## config.mk

```make
export PLATFORM = sky130hd
export DESIGN_NAME = bct_top
export DESIGN_NICKNAME = d
export VERILOG_FILES = /design/src/design/bct_pkg.sv /design/src/design/bct_apb_if.sv /design/src/design/bct_prescale.sv /design/src/design/bct_top.sv
export SDC_FILE = /design/constraint.sdc
export NUM_CORES = 1
export LEC_CHECK = 0
export ABC_AREA = 1
export BUFFER_PORTS_ARGS = -buffer_cell sky130_fd_sc_hd__buf_2
export CORE_MARGIN = 10
export CORE_UTILIZATION = 61
export CTS_CLUSTER_SIZE = 30
export DETAILED_ROUTE_END_ITERATION = 10
export PLACE_DENSITY = 0.93
export SYNTH_ARGS = -nofsm -noshare
export SYNTH_HDL_FRONTEND = slang
export SYNTH_HIERARCHICAL = 1
export SYNTH_SLANG_ARGS = --single-unit
```

## constraint.sdc

```tcl
create_clock -name sys_clk -period 4.2 [get_ports sys_clk]
set_input_delay 0.21 -clock sys_clk [delete_from_list [all_inputs] [get_ports sys_clk]]
set_output_delay 0.21 -clock sys_clk [all_outputs]
set_load 0.03 [all_outputs]
```

## src/design/bct_pkg.sv

```systemverilog
// Package with register map, field layout and shared types of the buffered counter
package bct_pkg;

   // Register byte addresses on APB
   localparam logic [11:0] BCT_ADDR_LOW    = 12'h000;   // Count low byte
   localparam logic [11:0] BCT_ADDR_HIGH   = 12'h004;   // High byte / holding buffer
   localparam logic [11:0] BCT_ADDR_CTRL   = 12'h008;   // Counter control
   localparam logic [11:0] BCT_ADDR_FLAGS  = 12'h00c;   // Peripheral flags one
   localparam logic [11:0] BCT_ADDR_ENA    = 12'h010;   // Peripheral enables one
   localparam logic [11:0] BCT_ADDR_PRIO   = 12'h014;   // Peripheral priority one
   localparam logic [11:0] BCT_ADDR_GIC    = 12'h018;   // Global interrupt control

   // Control field positions
   localparam int BCT_CTRL_RUN_BIT   = 0;   // Counter run
   localparam int BCT_CTRL_SRC_BIT   = 1;   // Count source select
   localparam int BCT_CTRL_SYNC_BIT  = 2;   // External sync bypass
   localparam int BCT_CTRL_OSC_BIT   = 3;   // Crystal oscillator enable
   localparam int BCT_CTRL_PS_LSB    = 4;   // Prescale select low bit
   localparam int BCT_CTRL_AUX_BIT   = 6;   // System clock from aux osc (read only)
   localparam int BCT_CTRL_WIDE_BIT  = 7;   // Wide access enable
   localparam int BCT_OVF_BIT        = 0;   // Overflow bit in flags/enables/priority
   localparam int BCT_GIC_GIE_BIT    = 7;   // Global interrupt enable
   localparam int BCT_GIC_PEIE_BIT   = 6;   // Peripheral interrupt enable

   // Reset values
   localparam logic [7:0]  BCT_CTRL_RST  = 8'h00;   // Control after reset
   localparam logic [7:0]  BCT_REG_RST   = 8'h00;   // Flags, enables, priority
   localparam logic [15:0] BCT_CNT_RST   = 16'h0000; // Counter after reset
   localparam logic [2:0]  BCT_PS_RST    = 3'h0;   // Prescaler after reset
   localparam logic [7:0]  BCT_WR_MASK   = 8'hbf;  // Control bits writable by software

   // Prescale codes
   typedef enum logic [1:0] {
      BCT_PS_DIV1 = 2'h0,
      BCT_PS_DIV2 = 2'h1,
      BCT_PS_DIV4 = 2'h2,
      BCT_PS_DIV8 = 2'h3
   } bct_ps_e;

   // APB request as seen by the slave
   typedef struct packed {
      logic        psel;     // Slave select
      logic        penable;  // Access phase
      logic        pwrite;   // Direction
      logic [11:0] paddr;    // Byte address
      logic [31:0] pwdata;   // Write data
   } bct_apb_req_s;

   // Decoded register access strobes, one cycle long
   typedef struct packed {
      logic       wr_low;    // Write of low byte
      logic       wr_high;   // Write of high address
      logic       rd_low;    // Read of low byte
      logic       wr_ctrl;   // Write of control
      logic       wr_flags;  // Write of flags
      logic       wr_ena;    // Write of enables
      logic       wr_prio;   // Write of priority
      logic       wr_gic;    // Write of global control
      logic [7:0] wdata;     // Write byte
   } bct_acc_s;

endpackage

```

## src/design/bct_apb_if.sv

```systemverilog
// APB slave decoder turning transfers into one-cycle register strobes
`timescale 1ns/1ps
module bct_apb_if import bct_pkg::*; (
   input  wire logic         clk,     // System clock
   input  wire logic         rst_n,   // Synchronised reset, active low
   input  wire bct_apb_req_s req,     // APB request
   output bct_acc_s          acc,     // Access strobes
   output logic              hit,     // Address is mapped
   output logic              fire     // Access phase edge
);

   // Whole state: nothing beyond one flag marking a taken access
   typedef struct packed {
      logic busy;   // Unused holder so the idiom stays uniform
   } bct_if_s;

   bct_if_s st_q;   // Registered state
   bct_if_s st_d;   // Next state

   // Mapped address test
   function automatic logic bct_mapped(input logic [11:0] a);
      bct_mapped = (a <= BCT_ADDR_GIC) && (a[1:0] == 2'h0);
   endfunction

   // Decode strobes; every access completes with pready high
   always_comb begin
      logic wr;
      wr = req.psel & req.penable & req.pwrite;
      fire = req.psel & req.penable;
      hit = bct_mapped(req.paddr);
      acc.wdata    = req.pwdata[7:0];
      acc.wr_low   = wr && req.paddr == BCT_ADDR_LOW;
      acc.wr_high  = wr && req.paddr == BCT_ADDR_HIGH;
      acc.rd_low   = fire && !req.pwrite && req.paddr == BCT_ADDR_LOW;
      acc.wr_ctrl  = wr && req.paddr == BCT_ADDR_CTRL;
      acc.wr_flags = wr && req.paddr == BCT_ADDR_FLAGS;
      acc.wr_ena   = wr && req.paddr == BCT_ADDR_ENA;
      acc.wr_prio  = wr && req.paddr == BCT_ADDR_PRIO;
      acc.wr_gic   = wr && req.paddr == BCT_ADDR_GIC;
      st_d.busy    = fire;
   end

   // State register
   always_ff @(posedge clk or negedge rst_n) begin
      if (!rst_n) begin
         st_q.busy <= 1'b0;
      end else begin
         st_q <= st_d;
      end
   end

endmodule

```

## src/design/bct_prescale.sv

```systemverilog
// Prescaler that divides the count clock enable by 1, 2, 4 or 8
`timescale 1ns/1ps
module bct_prescale import bct_pkg::*; (
   input  wire logic       clk,      // System clock
   input  wire logic       rst_n,    // Synchronised reset, active low
   input  wire logic       tick,     // Count clock enable in
   input  wire logic       clr,      // Clear prescaler
   input  wire bct_ps_e    sel,      // Division select
   output logic            tick_out  // Divided enable out
);

   // Whole state of the prescaler
   typedef struct packed {
      logic [2:0] cnt;   // Divider count
   } bct_ps_s;

   bct_ps_s st_q;   // Registered state
   bct_ps_s st_d;   // Next state

   // Terminal count for the selected ratio
   function automatic logic [2:0] bct_term(input bct_ps_e s);
      case (s)
         BCT_PS_DIV1: bct_term = 3'h0;
         BCT_PS_DIV2: bct_term = 3'h1;
         BCT_PS_DIV4: bct_term = 3'h3;
         BCT_PS_DIV8: bct_term = 3'h7;
         default:     bct_term = 3'h0;
      endcase
   endfunction

   // Divided enable is combinational so the counter steps in the tick cycle
   assign tick_out = tick & ~clr & (st_q.cnt == bct_term(sel));

   // Next count
   always_comb begin
      st_d = st_q;
      if (clr) begin
         st_d.cnt = BCT_PS_RST;
      end else if (tick) begin
         st_d.cnt = (st_q.cnt == bct_term(sel)) ? 3'h0 : 3'(st_q.cnt + 3'h1);
      end
   end

   // State register
   always_ff @(posedge clk or negedge rst_n) begin
      if (!rst_n) begin
         st_q.cnt <= BCT_PS_RST;
      end else begin
         st_q <= st_d;
      end
   end

endmodule

```

## src/design/bct_top.sv

```systemverilog
// Buffered 16-bit up-counter with wide access mode, overflow flag and APB registers
// Summary of operation
// RULE_01: Wide bit maps high address to buffer
// RULE_02: Low-byte read captures live high byte
// RULE_03: Low-byte write loads high from buffer
// RULE_04: Wide-mode high write never touches live high byte
// RULE_05: High-address write keeps prescaler
// RULE_06: Only low-byte write clears prescaler
// RULE_07: Overflow interrupt needs enable bit zero
// RULE_08: Software uses async external counting for clock
// RULE_09: Software sets high MSB, leaves low alone
// RULE_10: Counting continues during sleep; here only the external source counts, sleep stops instruction ticks
// RULE_11: High address holds counter's upper byte
// RULE_12: Software keeps reserved bit seven clear
// RULE_13: Count up, wrap, latch overflow flag
// RULE_14: Source select: instruction cycle or edge
// RULE_15: Prescale codes divide by 1,2,4,8
// RULE_16: Capture and transfer in access cycle
// RULE_17: Normal mode reaches live high byte
`timescale 1ns/1ps
module bct_top import bct_pkg::*; (
   input  wire logic        sys_clk,     // System clock, 20 MHz
   input  wire logic        nrst,        // Asynchronous reset, active low
   input  wire logic        psel,        // APB select
   input  wire logic        penable,     // APB enable
   input  wire logic        pwrite,      // APB direction
   input  wire logic [11:0] paddr,       // APB byte address
   input  wire logic [31:0] pwdata,     // APB write data
   output logic      [31:0] prdata,      // APB read data
   output logic             pready,      // APB ready
   output logic             pslverr,     // APB error
   input  wire logic        instr_tick,  // Instruction cycle enable
   input  wire logic        ext_clk_in,  // External or crystal clock level
   input  wire logic        sleep_mode,  // Device in sleep
   input  wire logic        aux_sysclk,  // System clock taken from aux osc
   output logic             irq,         // Overflow interrupt, level
   output logic             irq_high,    // Overflow interrupt is high priority
   output logic             osc_run      // Crystal oscillator enable out
);

   // Whole register state of the block; the reset chain
   // sits apart, as it alone runs on the raw reset
   typedef struct packed {
      logic [15:0] cnt;       // Live counter
      logic [7:0]  hbuf;      // High byte holding buffer
      logic [7:0]  ctrl;      // Counter control
      logic [7:0]  flags;     // Peripheral flags one
      logic [7:0]  ena;       // Peripheral enables one
      logic [7:0]  prio;      // Peripheral priority one
      logic [7:0]  gic;       // Global interrupt control
      logic        ext_prev;  // Last external clock level
      logic [31:0] rdata;     // Read data register
      logic        ready;     // Ready register
      logic        err;       // Error register
      logic        irq;       // Interrupt register
      logic        irq_hi;    // Priority register out
      logic        osc;       // Oscillator enable out
   } bct_top_s;

   // State, next state and wiring between the parts
   bct_top_s     st_q;      // Registered state
   bct_top_s     st_d;      // Next state
   logic [1:0]   rst_sync_q; // Reset release chain
   logic         rst_n;     // Synchronised reset
   bct_apb_req_s req;       // Bundled APB request
   bct_acc_s     acc;       // Access strobes
   logic         hit;       // Mapped address
   logic         fire;      // Access phase
   logic         raw_tick;  // Undivided count enable
   logic         cnt_tick;  // Divided count enable
   logic         wide;      // Wide mode active

   // Only the second flop of the chain is read
   assign rst_n = rst_sync_q[1];
   // Bus pins bundled for the decoder
   assign req   = '{psel: psel, penable: penable, pwrite: pwrite,
                    paddr: paddr, pwdata: pwdata};
   // Wide mode acts from the edge after the control
   // write; that write itself is not affected
   assign wide  = st_q.ctrl[BCT_CTRL_WIDE_BIT];

   // RULE_11 high holding byte
   // Byte shown at the high address
   function automatic logic [7:0] bct_high_view(input logic       w,
                                                 input logic [7:0] hold_b,
                                                 input logic [7:0] live_b);
      bct_high_view = w ? hold_b : live_b;
   endfunction

   // Request of one source: flag and gate
   function automatic logic bct_req(input logic flag, input logic gate);
      bct_req = flag & gate;
   endfunction

   // Bus decoder; strobes last one access cycle,
   // so each transfer acts exactly once
   bct_apb_if u_if (
      .clk   (sys_clk),
      .rst_n (rst_n),
      .req   (req),
      .acc   (acc),
      .hit   (hit),
      .fire  (fire)
   );

   // Count source. Sleep stops instruction ticks only;
   // the external input keeps counting, so overflows
   // keep time while the core is halted. The level is
   // compared with last cycle's: one rise, one step.
   // RULE_14 source select
   // RULE_10 sleep keeps counting
   always_comb begin
      if (st_q.ctrl[BCT_CTRL_SRC_BIT]) begin
         raw_tick = ext_clk_in & ~st_q.ext_prev;
      end else begin
         raw_tick = instr_tick & ~sleep_mode;
      end
      raw_tick = raw_tick & st_q.ctrl[BCT_CTRL_RUN_BIT];
   end

   // Prescaler, cleared only by low-byte writes
   // A clear drops a count in the same cycle
   // A high-byte write keeps its phase
   // RULE_06 low write clears
   // RULE_05 high write keeps
   // RULE_15 division ratios
   bct_prescale u_ps (
      .clk      (sys_clk),
      .rst_n    (rst_n),
      .tick     (raw_tick),
      .clr      (acc.wr_low),
      .sel      (bct_ps_e'(st_q.ctrl[BCT_CTRL_PS_LSB +: 2])),
      .tick_out (cnt_tick)
   );

   // Next state of all registers
   // Section order sets precedence inside one cycle:
   // a low-byte write beats a count,
   // the capture on a low read follows the high write,
   // which never meet in one access phase,
   // and the overflow set follows the write-one clear,
   // so a wrap is never lost.
   always_comb begin
      logic       ovf;    // Counter wraps this cycle
      logic [7:0] rd8;    // Selected read byte
      st_d = st_q;
      ovf = 1'b0;
      rd8 = 8'h00;
      // Keep the external level for edge detection
      st_d.ext_prev = ext_clk_in;

      // RULE_13 count and wrap
      // Add wraps by truncation; wrap seen on old value
      if (cnt_tick) begin
         st_d.cnt = 16'(st_q.cnt + 16'h0001);
         ovf = (st_q.cnt == 16'hffff);
      end

      // Low-byte write; software write takes precedence over a count
      // In wide mode the buffer moves in the same edge,
      // so no count falls between the two halves
      if (acc.wr_low) begin
         st_d.cnt[7:0] = acc.wdata;
         // RULE_03 buffer transfer
         // RULE_16 same cycle
         if (wide) begin
            st_d.cnt[15:8] = st_q.hbuf;
         end
      end

      // High address write; in wide mode it only fills
      // the buffer until the next low-byte write
      if (acc.wr_high) begin
         // RULE_04 buffer only
         // RULE_01 wide decode
         if (wide) begin
            st_d.hbuf = acc.wdata;
         end else begin
            // RULE_17 direct access
            st_d.cnt[15:8] = acc.wdata;
         end
      end

      // In wide mode a low read copies the live high byte in its access cycle, so a later
      // high read matches unless a count carries out of the low byte at that read's setup edge
      // RULE_02 capture on read
      // RULE_16 same cycle
      if (acc.rd_low && wide) begin
         st_d.hbuf = st_q.cnt[15:8];
      end

      // Register writes
      // Control bit 6 always shows the clock source
      // Global control is plain storage, gating nothing
      if (acc.wr_ctrl) begin
         st_d.ctrl = (acc.wdata & BCT_WR_MASK);
      end
      st_d.ctrl[BCT_CTRL_AUX_BIT] = aux_sysclk;
      if (acc.wr_ena) begin
         st_d.ena = acc.wdata;
      end
      if (acc.wr_prio) begin
         st_d.prio = acc.wdata;
      end
      if (acc.wr_gic) begin
         st_d.gic = acc.wdata;
      end

      // Flags: write one clears, overflow set wins
      // Other flag bits have no source in this block
      if (acc.wr_flags) begin
         st_d.flags = st_q.flags & ~acc.wdata;
      end
      // RULE_13 latch overflow
      if (ovf) begin
         st_d.flags[BCT_OVF_BIT] = 1'b1;
      end

      // Read mux on the setup address; unmapped reads zero
      case (paddr)
         BCT_ADDR_LOW:   rd8 = st_q.cnt[7:0];
         // RULE_11 high holding byte
         BCT_ADDR_HIGH:  rd8 = bct_high_view(wide, st_q.hbuf, st_q.cnt[15:8]);
         BCT_ADDR_CTRL:  rd8 = st_q.ctrl;
         BCT_ADDR_FLAGS: rd8 = st_q.flags;
         BCT_ADDR_ENA:   rd8 = st_q.ena;
         BCT_ADDR_PRIO:  rd8 = st_q.prio;
         BCT_ADDR_GIC:   rd8 = st_q.gic;
         default:        rd8 = 8'h00;
      endcase

      // Answer in the first access cycle; ready then drops after one cycle and stays low until the next setup
      // Read data is caught at the setup edge and held
      // until the next setup, over the access cycle
      st_d.ready = psel & ~penable;
      st_d.err   = psel & ~penable & ~hit;
      if (psel && !penable) begin
         st_d.rdata = {24'h000000, rd8};
      end

      // Built from next values: request rises with flag
      // RULE_07 enable gates request
      st_d.irq = bct_req(st_d.flags[BCT_OVF_BIT], st_d.ena[BCT_OVF_BIT]);
      // Priority only ever comes with the request
      st_d.irq_hi = bct_req(st_d.irq, st_d.prio[BCT_OVF_BIT]);
      // Oscillator enable mirrors the control bit
      st_d.osc = st_d.ctrl[BCT_CTRL_OSC_BIT];
   end

   // Reset release chain, on the raw reset
   // Assertion is immediate; release reaches the
   // other flops two edges later, on a clock edge,
   // so none of them races the raw release
   always_ff @(posedge sys_clk or negedge nrst) begin
      if (!nrst) begin
         rst_sync_q <= 2'h0;
      end else begin
         rst_sync_q <= {rst_sync_q[0], 1'b1};
      end
   end

   // Remaining state on the synchronised reset
   // All of it leaves reset on the same edge
   always_ff @(posedge sys_clk or negedge rst_n) begin
      if (!rst_n) begin
         st_q.cnt      <= BCT_CNT_RST;
         st_q.hbuf     <= BCT_REG_RST;
         st_q.ctrl     <= BCT_CTRL_RST;
         st_q.flags    <= BCT_REG_RST;
         st_q.ena      <= BCT_REG_RST;
         st_q.prio     <= BCT_REG_RST;
         st_q.gic      <= BCT_REG_RST;
         st_q.ext_prev <= 1'b0;
         st_q.rdata    <= 32'h00000000;
         st_q.ready    <= 1'b0;
         st_q.err      <= 1'b0;
         st_q.irq      <= 1'b0;
         st_q.irq_hi   <= 1'b0;
         st_q.osc      <= 1'b0;
      end else begin
         st_q.cnt      <= st_d.cnt;
         st_q.hbuf     <= st_d.hbuf;
         st_q.ctrl     <= st_d.ctrl;
         st_q.flags    <= st_d.flags;
         st_q.ena      <= st_d.ena;
         st_q.prio     <= st_d.prio;
         st_q.gic      <= st_d.gic;
         st_q.ext_prev <= st_d.ext_prev;
         st_q.rdata    <= st_d.rdata;
         st_q.ready    <= st_d.ready;
         st_q.err      <= st_d.err;
         st_q.irq      <= st_d.irq;
         st_q.irq_hi   <= st_d.irq_hi;
         st_q.osc      <= st_d.osc;
      end
   end

   // Each output is a state flop, no logic after it
   assign prdata   = st_q.rdata;
   assign pready   = st_q.ready;
   assign pslverr  = st_q.err;
   assign irq      = st_q.irq;
   assign irq_high = st_q.irq_hi;
   assign osc_run  = st_q.osc;

endmodule

```

==> impl_metrics.csv, run 1 <==
group,metric,value,unit
min_path,min_from,"penable",
setup_path,rr_startpoint,"st_q[71]",
logic_synthesis,ys_seq_area_frac,0.418,
power_and_ir_drop,power_density,311,mW/mm²
clocking,cts.sinks,82,
setup_path,critical_path_class,"register to register",
power_and_ir_drop,pwr-share-clk,0.343,
global_route,grt_overflow,0,
global_route,grt_max_degree,81,
logic_synthesis,synth_ff_type,"dfrtp_1",
logic_synthesis,synth-edff-count,0,
global_route,grt_pass1_vias,4420,
status,status,"completed",
final_layout,drive_gt1_frac,0.147,
sta,fin_ws,1880,ps
setup_path,critPathLaunchType,"register",
sta,fin_crit,2320,ps
floorplan,dieArea,0.0120,mm²
route,dr.pass1.iters,8,
sta,setup_viol,0,
sta,clock_skew,9.04,ps
clocking,root_buffer,"clkbuf_8",
flow_run,cap_violations,0,
sta,tightest_slew,1030,ps
final_layout,fin_area,0.00517,mm²
route,wl_per_cell,16.5,µm
place,gp_congestion,0.939,
logic_synthesis,syn_inst,663,
final_layout,antennaDiodeCount,0,
logic_synthesis,yosysTopAreaCellShare,0.418,
logic_synthesis,synth.top_cells.by_count,"nand2_1 (157), nor2_1 (94), dfrtp_1 (82), nand3_1 (69), inv_1 (63)",
route,vias,4578,
sta,slew_viol_final,0,
power_and_ir_drop,p_leak,2.77,nW
route,ant_nets,0,
logic_synthesis,async_flop_share,1.00,
floorplan,dieWidth,110,µm
final_layout,area_delta_synth_final,5.46,%
logic_synthesis,synth_area_leader_cell,"dfrtp_1",
global_route,grt_pass1_wl,20900,µm
sta,tns,0,ps
floorplan,core-area,0.00777,mm²
clocking,cts_buffer_depth,2,
logic_synthesis,avgSynthCellArea,7.40,µm²
setup_path,worst_setup_path_end_kind,"register",
floorplan,fp.dieH,110,µm
setup_path,crit_start,"st_q[71]",
power_and_ir_drop,pwr-share-comb,0.122,
logic_synthesis,synthTopCellsByArea,"dfrtp_1 (42%), nand2_1 (12%), nor2_1 (7.2%)",
power_and_ir_drop,p_seq_frac,0.535,
setup_path,worstPathRequired,4460,ps
floorplan,io_pins,90,
sta,rsz0062_at_grt,"no",
power_and_ir_drop,ir_worst_vdd,234,µV
route,drc,0,
logic_synthesis,yosys_warnings,6,
logic_synthesis,synth_cell_types,36,
sta,hold_slack,60.0,ps
sta,timing_hold_violations_final,0,
logic_synthesis,syn-cell-area,0.00490,mm²
floorplan,num_rows,32,
setup_path,worstPathMaxFanout,4,
sta,post-route-period-util,0.553,
power_and_ir_drop,p_sw_frac,0.315,
clocking,h-tree-depth,3,
global_route,antenna_found_initial,0,
final_layout,nets,743,
place,dp_hpwl,9490,µm
place,place_area,0.00496,mm²
min_path,hp-class,"primary input to register",
global_route,grt_use_total,0.218,
clocking,cts_buffers,9,
logic_synthesis,ys_ff_latch,82,
clocking,cts_tree,"built",
power_and_ir_drop,p_sw,0.507,mW
clocking,clk_latency,370,ps
power_and_ir_drop,fin_total_pwr,1.61,mW
logic_synthesis,yosysMostFrequentCell,"nand2_1",
place,dp_slack,1670,ps
setup_path,arrival,2590,ps
clocking,postCtsSetupBuffers,0,
route,drtIter0Drc,521,
power_and_ir_drop,p_int,1.10,mW
route,finalWirelength,13100,µm
place,placement.io_buffers,41,
floorplan,start_util,0.631,
sta,fmax,430,MHz
sta,relSlewSlack,0.313,
route,via_per_inst,5.76,
clocking,clk_pin_slew,90,ps
[state kept, by name, summed over array words and instances, names as in the netlist]
| name | cells |
|---|---|
| irq | 1 |
| irq_high | 1 |
| prdata | 8 |
| pready | 1 |
| pslverr | 1 |
| rst_sync_q | 2 |
| st_q | 65 |
| u_ps/st_q | 3 |
[worst paths after layout]
kind / end / slack [ps] / cells after the start
min in group asynchronous: rst_sync_q[0] / 150 / 2
min reg2reg: rst_sync_q[1] / 360 / 0
min: pready / 60 / 2
max reg2reg: st_q[100] / 1880 / 13
max in group asynchronous: st_q[73] / 3040 / 0
max: st_q[100] / 1880 / 13
[kinds of logic (layout without fill, tap and decap cells)]
| logic type | after synthesis | after routing | synth area share |
|---|---|---|---|
| AO/OA/AOI/OAI | 85 | 85 | 0.101 |
| XOR/XNOR | 2 | 2 | 0.00357 |
| adder cells (fa/ha/maj) | 2 | 2 | 0.00510 |
| buffers and inverters | 121 | 128 | 0.127 |
| flip-flops | 82 | 82 | 0.418 |
| multiplexers | 10 | 10 | 0.0230 |
| other | 2 | 25 | 0.00153 |
| AND/OR/NAND/NOR | 359 | 359 | 0.321 |
[power groups by stage]
stage	clock, mW	sequential [mW]	combinational (mW)
after floorplan	0	0.867	0.160
after global placement	0	0.873	0.178
after detailed placement	0	0.876	0.188
after CTS	0.549	0.861	0.192
after global routing	0.582	0.867	0.214
final	0.552	0.861	0.196
[stage by stage]
step | util | instances
3_5_place_dp | 0.638 | 776
2_1_floorplan | - | 686
3_3_place_gp | 0.638 | 776
6_report | 0.666 | 795
5_1_grt | 0.666 | 795
4_1_cts | 0.666 | 795
[worst max-delay path, cell delays in order, from the launching register on]
cell and delay [ps]:
dfrtp_1 400, inv_1 70, nor2_1 100, nand2_1 60
a21oi_1 170, nand2_1 130, nor2_1 350, nand4_1 240
nor2_2 220, nand3_1 140, nand2_1 90, nand2_1 50
o21ai_0 140, nand2_1 70
[cells in the final DEF (no fill, tap or decap), drive strengths merged]
cell,count
mux2,10
o21ai,33
nand3,72
buf,41
a21boi,7
nor3,5
a21oi,28
inv,70
ha,2
a22oi,1
xnor2,2
clkinv,4
o221ai,6
clkinvlp,1
dlygate4sd3,3
nand4,5
nand2,162
nor2,112
nand3b,3
dfrtp,82
o22ai,6
clkbuf,9
conb,25
o211ai,4
[final cells by class]
| class | instances | area [µm²] |
|---|---|---|
| fill | 653 | 2600 |
| inverter | 68 | 255 |
| clock buffer | 9 | 124 |
| clock inverter | 7 | 58.8 |
| multi-input combinational | 483 | 2310 |
| tap | 102 | 128 |
| sequential | 82 | 2060 |
| timing repair buffer | 44 | 235 |
[what timing repair did]
action	CTS	global route
endpoints found under the hold margin	4	0
gates resized for setup	0	0
hold buffers	3	0
[metal layers]
layer	track usage	part of all wire
met4	0.0892	0.028
met3	0.0550	0.12
met1	0.269	0.38
met2	0.357	0.47
met5	0	0
(Power assumes the default switching activity.)
==> run 2: changes to the inputs <==
CORE_UTILIZATION = 56   (was 61)
PLACE_DENSITY = 0.87   (was 0.93)
clock period = 2.3 ns   (was 4.2 ns; I/O delays follow)
==> run 2 against run 1 <==
  * Combinational power increased by 98%
  * Sequential share of layout area is 1.5 points lower
  * Cell count increased by 2.8%
  * Sequential power increased by 81%
  * Design area rose by 4.0%
  * Critical path depth up 2
  * Largest power group unchanged
==> impl_metrics.csv, run 2 (synthesis gave the netlist of run 1 again) <==
group,metric,value,unit
status,status,"completed",
sta,hold_slack,22.8,ps
clocking,root_buffer,"clkbuf_8",
sta,relSlewSlack,0.562,
setup_path,critical_path_class,"primary input to register",
sta,tightest_slew,657,ps
floorplan,start_util,0.568,
sta,post-route-period-util,0.969,
floorplan,core-area,0.00864,mm²
sta,fmax,449,MHz
final_layout,largest_register_ffs,65,
place,placement.io_buffers,41,
global_route,grt_use_total,0.204,
route,drtIter0Drc,475,
final_layout,nets,759,
sta,fin_crit,2230,ps
route,via_per_inst,5.59,
clocking,clk_latency,360,ps
route,vias,4564,
floorplan,fp.dieH,114,µm
power_and_ir_drop,fin_total_pwr,3.14,mW
clocking,postCtsSetupBuffers,0,
route,ant_nets,0,
global_route,grt_pass1_vias,4419,
sta,tns,0,ps
global_route,grt_overflow,0,
final_layout,fin_util,0.623,
sta,clock_skew,14.4,ps
final_layout,area_delta_synth_final,9.70,%
floorplan,dieWidth,114,µm
final_layout,final_cell_count_no_fill,817,
flow_run,cap_violations,0,
setup_path,critPathLaunchType,"primary input",
power_and_ir_drop,ir_worst_vdd,317,µV
power_and_ir_drop,p_leak,2.88,nW
sta,setup_viol,0,
clocking,cts.sinks,82,
global_route,antenna_found_initial,0,
sta,fin_ws,71.0,ps
route,finalWirelength,13400,µm
place,gp_congestion,0.975,
final_layout,layout_commonest_cell,"nand2_1",
floorplan,num_rows,34,
final_layout,antennaDiodeCount,0,
clocking,cts_buffer_depth,2,
final_layout,layout_common_cells,"nand2_1 (157), nor2_1 (92), dfrtp_1 (81)",
sta,slew_viol_final,0,
route,wl_per_cell,16.4,µm
power_and_ir_drop,power_density,583,mW/mm²
setup_path,arrival,2520,ps
global_route,grt_max_degree,62,
setup_path,worstPathRequired,2590,ps
final_layout,drive_gt1_frac,0.166,
final_layout,fin_area,0.00538,mm²
place,dp_hpwl,9810,µm
place,placed_cells,796,
setup_path,worstPathMaxFanout,4,
clocking,cts_tree,"built",
clocking,clk_pin_slew,90,ps
floorplan,dieArea,0.0129,mm²
place,dp_slack,155,ps
clocking,cts_buffers,9,
route,dr.pass1.iters,5,
route,drc,0,
min_path,hp-class,"primary input to register",
place,place_area,0.00508,mm²
clocking,h-tree-depth,3,
sta,timing_hold_violations_final,0,
final_layout,largest-register,"st_q",
floorplan,io_pins,90,
global_route,grt_pass1_wl,21400,µm
setup_path,worst_setup_path_end_kind,"register",
==> run 2: cell types whose count changed in the layout (fill, tap and decap cells not counted), moves of 2 or more <==
cell           change
buf_4             +13
inv_6              -2
nor2_1             -2
nor2_4             +3
bufinv_16          +2
dlygate4sd3_1      +2
==> run 2: critical path: stages <==
cell and delay, ps:
dlygate4sd3_1 550, buf_2 140, nand2_1 90, nor2_2 60
nand3_1 140, nor2_4 80, inv_1 60, nand2_1 130
nor2_4 170, nand4_1 220, nor2_4 200, nand4_2 150
o21ai_2 200, nand2_2 100, nor2_2 90
==> run 2: what timing repair did <==
action,4_1_cts,5_1_grt
hold endpoints to repair,6,0
setup endpoints to repair,0,7
gates resized for setup,0,5
hold buffers,5,0
==> run 2: routing by layer <==
layer  share of wire  vias to the layer above  GRT usage
met2            0.47                      239      0.330
met4           0.031                        0     0.0964
met5               0                        -          0
met1            0.40                     2140      0.251
met3           0.095                       33     0.0509
li1                -                     2152          -
==> run 2: worst paths after layout <==
check                               from            end  slack, ps  cells past startpoint
setup / recovery                 penable       irq_high         70                     15
hold / removal                      psel         pready         20                      3
setup reg to reg                st_q[71]       irq_high        150                     11
hold reg to reg            rst_sync_q[1]       st_q[84]        210                      0
max in group asynchronous  rst_sync_q[1]       st_q[77]       1470                      1
min in group asynchronous           nrst  rst_sync_q[1]         60                      2
==> run 2: power by group <==
part / internal (mW) / leakage, nW / switching (mW)
Combinational: 0.112 / 1.69 / 0.277
Clock: 0.644 / 0.117 / 0.547
Sequential: 1.50 / 1.07 / 0.0588
==> run 2: layout make-up <==
cell class / count / area [µm²]
flip-flops and latches: 82 / 2060
inverters: 68 / 255
repair buffers: 60 / 373
multi-input cells: 483 / 2330
clock buffers: 10 / 138
clock inverters: 6 / 87.6
well taps: 108 / 135
fillers: 731 / 3260
